### config.mk
export PLATFORM = sky130hd
export DESIGN_NAME = afmt_top
export DESIGN_NICKNAME = d
export VERILOG_FILES = /design/src/afmt_pkg.sv /design/src/afmt_top.sv /design/src/afmt_lfsr.sv
export SDC_FILE = /design/constraint.sdc
export NUM_CORES = 1
export LEC_CHECK = 0
export BUFFER_PORTS_ARGS = -buffer_cell sky130_fd_sc_hd__clkbuf_2
export CORE_AREA = 4 4 230 142
export DETAILED_ROUTE_END_ITERATION = 8
export DIE_AREA = 0 0 234 146
export PLACE_DENSITY = 0.43
export SLEW_MARGIN = 15
export SYNTH_ARGS = -nofsm -noshare
export SYNTH_HDL_FRONTEND = slang
export SYNTH_SLANG_ARGS = --single-unit
### constraint.sdc
create_clock -name CLK -period 6.1 [get_ports CLK]
set_clock_uncertainty 0.05 [all_clocks]
set_input_delay 0.305 -clock CLK [delete_from_list [all_inputs] [get_ports CLK]]
set_output_delay 0.305 -clock CLK [all_outputs]
set_load 0.005 [all_outputs]
### src/afmt_pkg.sv
// afmt_pkg: constants and types shared by the output formatter files.
// assumes a 16-bit converter core and a 125 MHz system clock.
package afmt_pkg;

  // sample word and dither widths
  localparam int DATA_W = 16;
  localparam int DITH_W = 8;
  localparam int ZEXT_W = DATA_W - DITH_W;

  // dither generator: x^31 + x^28 + 1, long period, never all zero
  localparam int              LFSR_W     = 31;
  localparam int              LFSR_TAP_A = 30;
  localparam int              LFSR_TAP_B = 27;
  localparam logic [LFSR_W-1:0] LFSR_SEED = 31'h0000_0001;

  // output mode pins
  typedef enum logic [1:0] {
    OM_FULL    = 2'h0,
    OM_DEMUX   = 2'h1,
    OM_LVDS_LP = 2'h2,
    OM_LVDS    = 2'h3
  } afmt_mode_t;

  // format pin: upper bit selects two's complement
  localparam int                FMT_TWOS_BIT = 1;
  localparam logic [DATA_W-1:0] SIGN_FLIP    = 16'h8000;
  localparam logic [DATA_W-1:0] DATA_ZERO    = 16'h0000;

  // register port
  localparam int              ADDR_W       = 4;
  localparam int              BUS_W        = 32;
  localparam logic [ADDR_W-1:0] REG_CTRL     = 4'h0;
  localparam logic [ADDR_W-1:0] REG_STATUS   = 4'h4;
  localparam logic [ADDR_W-1:0] REG_IRQ_STAT = 4'h8;
  localparam logic [ADDR_W-1:0] REG_IRQ_MASK = 4'hc;
  localparam logic [BUS_W-1:0]  BUS_ZERO     = 32'h0000_0000;

  // control register fields
  localparam int CTRL_DITHER_BIT = 0;

  // status register fields
  localparam int ST_MODE_LSB  = 0;
  localparam int ST_FMT_LSB   = 2;
  localparam int ST_SCR_BIT   = 4;
  localparam int ST_DITH_BIT  = 5;
  localparam int ST_CNT_LSB   = 16;
  localparam int CNT_W        = 16;

  // interrupt events
  localparam int IRQ_W     = 3;
  localparam int IRQ_OVER  = 0;
  localparam int IRQ_UNDER = 1;
  localparam int IRQ_MODE  = 2;

endpackage

### src/afmt_top.sv
// afmt_top: digital output stage of the sampling converter.
// assumes the core result, flags and mode pins come from other domains.
`timescale 1ns/100ps
// Contract
// bus A flag on over or under
// bus B flag on overflow
// differential flag on over or under
// forwarded clock copies delayed encode
// bus A changes on clock A fall
// demux bus B changes on A fall
// full rate drives only bus A
// demux clocks toggle at half rate
// receiver latches both on A rise
// scramble: xor lsb into upper bits
// receiver xors lsb back to decode
// lsb, flag, clock never scrambled
// scramble only while enable pin high
// dither from long pseudo-random generator
// subtract injected dither from result
// four output modes from mode pins
// offset binary or two's complement
// demux alternates samples B then A
// dither enable gates injection, subtraction
module afmt_top
(
  input  wire logic                        CLK,
  input  wire logic                        NRST,
  input  wire logic                        SAMPLE_CLOCK_IN,
  input  wire logic [afmt_pkg::DATA_W-1:0] CORE_CODE,
  input  wire logic                        CORE_OVER,
  input  wire logic                        CORE_UNDER,
  input  wire logic [1:0]                  OUT_MODE,
  input  wire logic [1:0]                  FMT_MODE,
  input  wire logic                        SCRAMBLE_ENABLE,
  input  wire logic [afmt_pkg::ADDR_W-1:0] ADDR,
  input  wire logic [afmt_pkg::BUS_W-1:0]  WR_DATA,
  input  wire logic                        WR_EN,
  input  wire logic                        RD_EN,
  output logic [afmt_pkg::BUS_W-1:0]       RD_DATA,
  output logic [afmt_pkg::DATA_W-1:0]      DATA_A,
  output logic [afmt_pkg::DATA_W-1:0]      DATA_B,
  output logic                             OVERRANGE_FLAG_BUS_A,
  output logic                             OVERRANGE_FLAG_BUS_B,
  output logic                             OVERRANGE_FLAG,
  output logic                             FORWARDED_CLOCK_A,
  output logic                             FORWARDED_CLOCK_B,
  output logic                             FORWARDED_SAMPLE_CLOCK,
  output logic [afmt_pkg::DITH_W-1:0]      DITHER_CODE,
  output logic                             IRQ
);

  import afmt_pkg::*;

  logic              enc_s1_q, enc_s2_q, enc_s3_q;
  logic [DATA_W-1:0] raw_s1_q, raw_s2_q;
  logic [1:0]        ovun_s1_q, ovun_s2_q;
  logic [1:0]        mode_s1_q, mode_s2_q, fmt_s1_q, fmt_s2_q;
  logic              scr_s1_q, scr_s2_q;
  afmt_mode_t        mode_q;
  logic [1:0]        fmt_q;
  logic              scr_q;
  logic              enc_rise, enc_fall, is_cmos, twos;
  logic [DATA_W-1:0] plain_w, conv_d;
  logic [DATA_W-1:0] conv_q, held_q;
  logic              over_q, under_q, held_over_q;
  logic [DITH_W-1:0] dith_q;
  logic [LFSR_W-1:0] lfsr_state;
  logic              dither_en_q;
  logic [CNT_W-1:0]  cnt_q;
  logic [IRQ_W-1:0]  irq_stat_q, irq_mask_q, irq_ev;
  logic              clk_a_q, clk_b_q, fwd_q;

  // xor the lsb into every upper bit; lsb itself passes untouched
  function automatic logic [DATA_W-1:0] scramble(
    input logic [DATA_W-1:0] w,
    input logic              en
  );
    scramble = en ? (w ^ {{(DATA_W-1){w[0]}}, 1'b0}) : w;
  endfunction

  // two flops on the system clock, core inputs and mode pins before any logic reads them; the register port is used directly
  always_ff @(posedge CLK or negedge NRST) begin
    if (!NRST) begin
      enc_s1_q  <= 1'b0;
      enc_s2_q  <= 1'b0;
      enc_s3_q  <= 1'b0;
      raw_s1_q  <= DATA_ZERO;
      raw_s2_q  <= DATA_ZERO;
      ovun_s1_q <= 2'h0;
      ovun_s2_q <= 2'h0;
      mode_s1_q <= 2'h0;
      mode_s2_q <= 2'h0;
      fmt_s1_q  <= 2'h0;
      fmt_s2_q  <= 2'h0;
      scr_s1_q  <= 1'b0;
      scr_s2_q  <= 1'b0;
    end else begin
      enc_s1_q  <= SAMPLE_CLOCK_IN;
      enc_s2_q  <= enc_s1_q;
      enc_s3_q  <= enc_s2_q;
      raw_s1_q  <= CORE_CODE;
      raw_s2_q  <= raw_s1_q;
      ovun_s1_q <= {CORE_UNDER, CORE_OVER};
      ovun_s2_q <= ovun_s1_q;
      mode_s1_q <= OUT_MODE;
      mode_s2_q <= mode_s1_q;
      fmt_s1_q  <= FMT_MODE;
      fmt_s2_q  <= fmt_s1_q;
      scr_s1_q  <= SCRAMBLE_ENABLE;
      scr_s2_q  <= scr_s1_q;
    end
  end

  // mode select
  always_ff @(posedge CLK or negedge NRST) begin
    if (!NRST) begin
      mode_q <= OM_FULL;
      fmt_q  <= 2'h0;
      scr_q  <= 1'b0;
    end else begin
      mode_q <= afmt_mode_t'(mode_s2_q);
      fmt_q  <= fmt_s2_q;
      scr_q  <= scr_s2_q;
    end
  end

  // edges of the sampled encode; conversion at rise, output at fall
  assign enc_rise = enc_s2_q & ~enc_s3_q;
  assign enc_fall = ~enc_s2_q & enc_s3_q;
  assign is_cmos  = (mode_q == OM_FULL) || (mode_q == OM_DEMUX);
  assign twos     = fmt_q[FMT_TWOS_BIT];

  // dither removal, R17 format, R10 scramble
  always_comb begin
    plain_w = raw_s2_q - {{ZEXT_W{1'b0}}, dith_q};
    if (twos) begin
      plain_w = plain_w ^ SIGN_FLIP;
    end
    // gated by pin
    conv_d = scramble(plain_w, scr_q);
  end

  // capture each conversion together with its flags
  always_ff @(posedge CLK or negedge NRST) begin
    if (!NRST) begin
      conv_q  <= DATA_ZERO;
      over_q  <= 1'b0;
      under_q <= 1'b0;
    end else if (enc_rise) begin
      conv_q  <= conv_d;
      over_q  <= ovun_s2_q[0];
      under_q <= ovun_s2_q[1];
    end
  end

  // dither source, R19 zero when disabled
  // the value is advanced only after the sample that used it is taken,
  // so the subtraction always matches what the dither converter injected
  always_ff @(posedge CLK or negedge NRST) begin
    if (!NRST) begin
      dith_q <= {DITH_W{1'b0}};
    end else if (enc_rise) begin
      dith_q <= dither_en_q ? lfsr_state[DITH_W-1:0] : {DITH_W{1'b0}};
    end
  end

  afmt_lfsr u_lfsr (
    .clk   (CLK),
    .nrst  (NRST),
    .step  (enc_rise),
    .state (lfsr_state)
  );

  // forwarded clocks, R08 demux halves the rate
  always_ff @(posedge CLK or negedge NRST) begin
    if (!NRST) begin
      clk_a_q <= 1'b0;
      clk_b_q <= 1'b1;
      fwd_q   <= 1'b0;
    end else begin
      fwd_q <= is_cmos ? 1'b0 : enc_s2_q;
      unique case (mode_q)
        OM_FULL: begin
          clk_a_q <= enc_s2_q;
          clk_b_q <= ~enc_s2_q;
        end
        OM_DEMUX: begin
          if (enc_fall) begin
            clk_a_q <= ~clk_a_q;
            clk_b_q <= clk_a_q;
          end
        end
        OM_LVDS_LP, OM_LVDS: begin
          clk_a_q <= 1'b0;
          clk_b_q <= 1'b1;
        end
      endcase
    end
  end

  // bus A update, R06 bus B update, R07 full rate leaves B idle
  // in demux the pair is launched while clock A falls, so the receiver
  // gets a whole encode period of setup before clock A rises again
  always_ff @(posedge CLK or negedge NRST) begin
    if (!NRST) begin
      DATA_A               <= DATA_ZERO;
      DATA_B               <= DATA_ZERO;
      OVERRANGE_FLAG_BUS_A <= 1'b0;
      OVERRANGE_FLAG_BUS_B <= 1'b0;
      OVERRANGE_FLAG       <= 1'b0;
      held_q               <= DATA_ZERO;
      held_over_q          <= 1'b0;
    end else if (enc_fall) begin
      unique case (mode_q)
        OM_FULL: begin
          DATA_A               <= conv_q;
          DATA_B               <= DATA_ZERO;
          // over or under on A
          OVERRANGE_FLAG_BUS_A <= over_q | under_q;
          OVERRANGE_FLAG_BUS_B <= 1'b0;
          OVERRANGE_FLAG       <= 1'b0;
        end
        OM_DEMUX: begin
          // older sample to B, newer to A
          if (clk_a_q) begin
            DATA_A               <= conv_q;
            DATA_B               <= held_q;
            OVERRANGE_FLAG_BUS_A <= over_q | under_q;
            // overflow only on B
            OVERRANGE_FLAG_BUS_B <= held_over_q;
          end else begin
            held_q      <= conv_q;
            held_over_q <= over_q;
          end
          OVERRANGE_FLAG <= 1'b0;
        end
        OM_LVDS_LP, OM_LVDS: begin
          DATA_A               <= conv_q;
          DATA_B               <= DATA_ZERO;
          OVERRANGE_FLAG_BUS_A <= 1'b0;
          OVERRANGE_FLAG_BUS_B <= 1'b0;
          // single differential flag
          OVERRANGE_FLAG       <= over_q | under_q;
        end
      endcase
    end
  end

  // clocks never pass through the scrambler
  assign FORWARDED_CLOCK_A      = clk_a_q;
  assign FORWARDED_CLOCK_B      = clk_b_q;
  assign FORWARDED_SAMPLE_CLOCK = fwd_q;
  assign DITHER_CODE            = dith_q;

  // conversion counter for software to see the stream is alive
  always_ff @(posedge CLK or negedge NRST) begin
    if (!NRST) begin
      cnt_q <= {CNT_W{1'b0}};
    end else if (enc_rise) begin
      cnt_q <= cnt_q + 1'b1;
    end
  end

  // events: flagged samples and a change of output mode
  always_comb begin
    irq_ev            = {IRQ_W{1'b0}};
    irq_ev[IRQ_OVER]  = enc_rise & ovun_s2_q[0];
    irq_ev[IRQ_UNDER] = enc_rise & ovun_s2_q[1];
    irq_ev[IRQ_MODE]  = (mode_s2_q != mode_q);
  end

  // control, mask and sticky status; a new event beats a clearing write
  always_ff @(posedge CLK or negedge NRST) begin
    if (!NRST) begin
      dither_en_q <= 1'b0;
      irq_mask_q  <= {IRQ_W{1'b0}};
      irq_stat_q  <= {IRQ_W{1'b0}};
    end else begin
      if (WR_EN && ADDR == REG_CTRL) begin
        dither_en_q <= WR_DATA[CTRL_DITHER_BIT];
      end
      if (WR_EN && ADDR == REG_IRQ_MASK) begin
        irq_mask_q <= WR_DATA[IRQ_W-1:0];
      end
      if (WR_EN && ADDR == REG_IRQ_STAT) begin
        irq_stat_q <= (irq_stat_q & ~WR_DATA[IRQ_W-1:0]) | irq_ev;
      end else begin
        irq_stat_q <= irq_stat_q | irq_ev;
      end
    end
  end

  assign IRQ = |(irq_stat_q & irq_mask_q);

  // read data stands only in the cycle after the strobe; unmapped reads 0
  always_ff @(posedge CLK or negedge NRST) begin
    if (!NRST) begin
      RD_DATA <= BUS_ZERO;
    end else if (RD_EN) begin
      RD_DATA <= BUS_ZERO;
      unique case (ADDR)
        REG_CTRL:     RD_DATA[CTRL_DITHER_BIT] <= dither_en_q;
        REG_STATUS: begin
          RD_DATA[ST_MODE_LSB +: 2]     <= mode_q;
          RD_DATA[ST_FMT_LSB +: 2]      <= fmt_q;
          RD_DATA[ST_SCR_BIT]           <= scr_q;
          RD_DATA[ST_DITH_BIT]          <= dither_en_q;
          RD_DATA[ST_CNT_LSB +: CNT_W]  <= cnt_q;
        end
        REG_IRQ_STAT: RD_DATA[IRQ_W-1:0] <= irq_stat_q;
        REG_IRQ_MASK: RD_DATA[IRQ_W-1:0] <= irq_mask_q;
        default:      RD_DATA <= BUS_ZERO;
      endcase
    end else begin
      RD_DATA <= BUS_ZERO;
    end
  end
endmodule

### src/afmt_lfsr.sv
// afmt_lfsr: pseudo-random source for the dither converter.
// assumes a one-cycle step pulse per conversion from the top module.
`timescale 1ns/100ps
module afmt_lfsr
(
  input  wire logic                   clk,
  input  wire logic                   nrst,
  input  wire logic                   step,
  output logic [afmt_pkg::LFSR_W-1:0] state
);

  import afmt_pkg::*;

  logic [LFSR_W-1:0] state_q;
  logic [LFSR_W-1:0] state_d;

  // shift left, feedback into bit zero; seed keeps it off the lock state
  always_comb begin
    state_d = {state_q[LFSR_W-2:0], state_q[LFSR_TAP_A] ^ state_q[LFSR_TAP_B]};
  end

  // advance once per conversion so each sample sees a fresh value
  always_ff @(posedge clk or negedge nrst) begin
    if (!nrst) begin
      state_q <= LFSR_SEED;
    end else if (step) begin
      state_q <= state_d;
    end
  end

  assign state = state_q;

endmodule

==> summary.md <==
| Metric | Value |
|---|---|
| Run status | `completed` |
| Synthesis-stage register bit count | `around 210` |
| Critical Path AT | `~2900 ps` |
| Synth cell count leaders | `nand2_1 (214), dfrtp_1 (209), nand3_1 (37)` |
| # DRC | `0` |
| # IOs | `about 140` |
| Flop2flop setup slack | `approximately 3600 ps` |
| Clock slew at reported path FFs | `about 60 ps` |
| Clock sink count | `~210` |
| Power Dens Cells | `around 330 mW/mm²` |
| Post-synth top area cell | `dfrtp_1` |
| Routed WL | `between 15000 and 20000 µm` |
| CTS tree | `yes` |
| Initial core utilization | `0.266` |
| Filler cell count | `about 3200` |
| Synth Flop Type | `dfrtp_1` |
| Max Slew Vio Count | `0` |
| Share of the synthesized area in the top cell type | `0.641` |
| Synth Cell Area | `roughly 0.0082 mm²` |
| Die Y | `approximately 150 µm` |
| Crit Reg-Reg Startpoint | `enc_s2_q` |
| Post-synth cell types | `48` |
| Hpwl dp | `11900 µm` |
| Post-DR wirelength/cell | `14.1 µm` |
| Worst path cell trace | `nor2b_4 > buf_4 > nand4_1 > nor3_1 > nand3_1 > xnor2_1` |
| Hold depth | `2` |
| Layout cells sized above 1 | `0.210` |
| Die X | `about 230 µm` |
| Final hold vios | `0` |
| First-pass GRT wire length | `approximately 30000 µm` |
| Tightest Pin Transition | `~1100 ps` |
| Vias per inst | `4.14` |
| Setup bufs post-CTS | `0` |
| Max frequency | `~400 MHz` |
| Root Buffer | `clkbuf_16` |
| Pleak | `about 5.0 nW` |
| Fin crit period | `around 2500 ps` |
| Vias in the first global route | `5517` |
| Setup TNS | `0 ps` |
| Count of final setup violators | `0` |
| Critical Path RT | `around 6400 ps` |
| Buf/Inv on CP | `1` |
| Worst R2R Path Depth | `6` |
| Count leader, synth | `nand2_1` |
| CTS Buffer Depth | `3` |
| Initial antenna violation count | `1` |
| GRT Total Usage | `0.108` |
| Largest stage delay, worst path | `around 560 ps` |
| Slowest cell on crit path | `nor3_1` |
| Clock Latency Late Sink | `between 500 and 600 ps` |
| Worst min-delay path class | `in2reg` |
| Hold EP | `irq_mask_q[1]` |
| Critical Path Fanout Max | `64` |
| Worst r2r dst | `cnt_q[15]` |
| Mapped Cells | `a little over 700` |
| CTS Buf Count | `22` |
| Worst Hold Launch | `WR_DATA[1]` |
| Setup CP Type | `reg2reg` |
| Gpl congestion | `0.711` |
| Layout area overhead | `23.9%` |
| Largest cells by area after synthesis | `dfrtp_1 (64%), nand2_1 (9.8%), mux2_2 (3.2%), xnor2_1 (3.1%), nand3_1 (2.3%)` |
| # hold bufs at CTS | `28` |
| Die area | `roughly 0.034 mm²` |
| Routed via count | `5334` |
| Routed Antenna Nets | `0` |
| Sequential share of the synthesized area | `0.648` |
| Max-Slew Margin vs Limit | `0.284` |
| Placed cells | `1220` |
| CP Capture Type | `register` |
| Delay-heaviest family, CP | `simple AND/OR/NAND/NOR gates` |
| I/O Buffers | `103` |
| Ys async rst share | `1.00` |
| CTS H-tree depth | `1` |
| Gr ovfl total | `0` |
| Layout Nets | `930` |
| Max-Cap Viols | `0` |
| Non-Filler Instances | `between 1000 and 1500` |
| Number of synthesis warnings | `0` |
| Maximum vdd drop | `0.152 mV` |
| Syn Area/Cell | `approximately 11 µm²` |
| RSZ-0062 raised after global routing | `false` |
| Largest net degree at the start of global routing | `77` |
| Core area | `~0.03 mm²` |
| Initial DRC count | `just under 300` |
| Initial DRT Pass Iterations | `4` |
| Post-CTS sizing | `0` |
| Num rows | `50` |
| Ratio of final minimum period to clock period | `0.412` |
| Startpoint types | `register` |
| EDFF count, synth | `0` |
## state kept, by name, indices dropped and copies added, names as in the netlist, 8 cells and up
signal and flops:
DATA_B 16, conv_q 16, held_q 16, cnt_q 16, DATA_A 16, RD_DATA 22, u_lfsr.state 31, raw_s2_q 16
raw_s1_q 16, DITHER_CODE 8
## where the power goes
| part | switching (W) | internal [W] |
|---|---|---|
| registers | 0.0000977 | 0.00154 |
| clock network | 0.000563 | 0.000787 |
| logic | 0.000166 | 0.000154 |
| total | 0.000827 | 0.00248 |
## metrics by stage
stage,util,total power [W],hold slack [ps],cell area (µm²),worst slack (ps)
after global routing,0.329,0.00349,11.9,10100,3330
after floorplan,-,0.00183,-40.6,8190,4060
final,0.329,0.00331,37.0,10100,3590
after CTS,0.329,0.00337,11.3,10100,3550
after detailed placement,0.296,0.00198,261,9100,3580
after global placement,0.296,0.00197,261,9100,3560
## cell type report
type / count / area [µm²] / area share
multi-input cells: 467 / 2660 / 0.264
repair buffers: 138 / 858 / 0.0849
flip-flops and latches: 211 / 5280 / 0.523
clock inverters: 9 / 106 / 0.0105
diodes: 2 / 5.00 / 0.000495
clock buffers: 30 / 611 / 0.0604
inverters: 16 / 60.1 / 0.00594
well taps: 416 / 520 / 0.0515
## per-layer routing
metal / part of all wire / vias up / global-route usage
li1: - / 2619 / -
met1: 0.51 / 2600 / 0.163
met2: 0.42 / 88 / 0.154
met3: 0.059 / 27 / 0.0321
met4: 0.015 / 0 / 0.0196
met5: 0 / - / 0
## cell usage in the layout (no fill, tap or decap), types with 4 or more instances in the layout
cell / netlist / routed
nand2_1: 214 / 214
dfrtp_1: 209 / 209
clkbuf_2: 0 / 102
nand3_1: 37 / 37
xnor2_1: 29 / 29
dlygate4sd3_1: 0 / 28
mux2_2: 23 / 23
clkbuf_16: 0 / 22
and2_1: 21 / 21
nor2_1: 20 / 20
o21ai_0: 17 / 17
inv_1: 16 / 16
conb_1: 1 / 10
xor2_1: 9 / 9
ha_1: 9 / 9
nand4_1: 8 / 8
buf_4: 10 / 7
clkinv_2: 0 / 6
a21o_1: 5 / 5
nor3_1: 5 / 5
clkbuf_1: 17 / 5
and3_1: 4 / 4
a211o_1: 4 / 4
and4_1: 4 / 4
o21a_1: 4 / 4
## worst reg2reg max path, cell delays in order, from the launching register on
cell     delay (ps)
dfrtp_1         450
nor2b_4         170
buf_4           530
nand4_1         290
nor3_1          560
nand3_1         190
xnor2_1         160
## how the worst max path moves through the flow
stage / from / to / slack [ps] / depth (start not counted)
2_1_floorplan: DITHER_CODE[0] / conv_q[6] / 4060 / 7
3_3_place_gp: enc_s2_q / cnt_q[15] / 3560 / 6
3_5_place_dp: enc_s2_q / cnt_q[15] / 3580 / 6
4_1_cts: enc_s2_q / cnt_q[15] / 3550 / 6
5_1_grt: enc_s2_q / cnt_q[15] / 3330 / 6
6_report: enc_s2_q / cnt_q[15] / 3590 / 6
## cell families after synthesis
group	count (synthesis)	synth area share
other	1	0.000460
DFF	211	0.648
AOI/OAI and AO/OA	57	0.0528
and+or+nand+nor	328	0.176
muxes	24	0.0345
xor gates and xnor gates	38	0.0408
adders and majority gates	10	0.0163
buffers and inverters	57	0.0321
No activity file was read; power rests on OpenSTA's default activity.
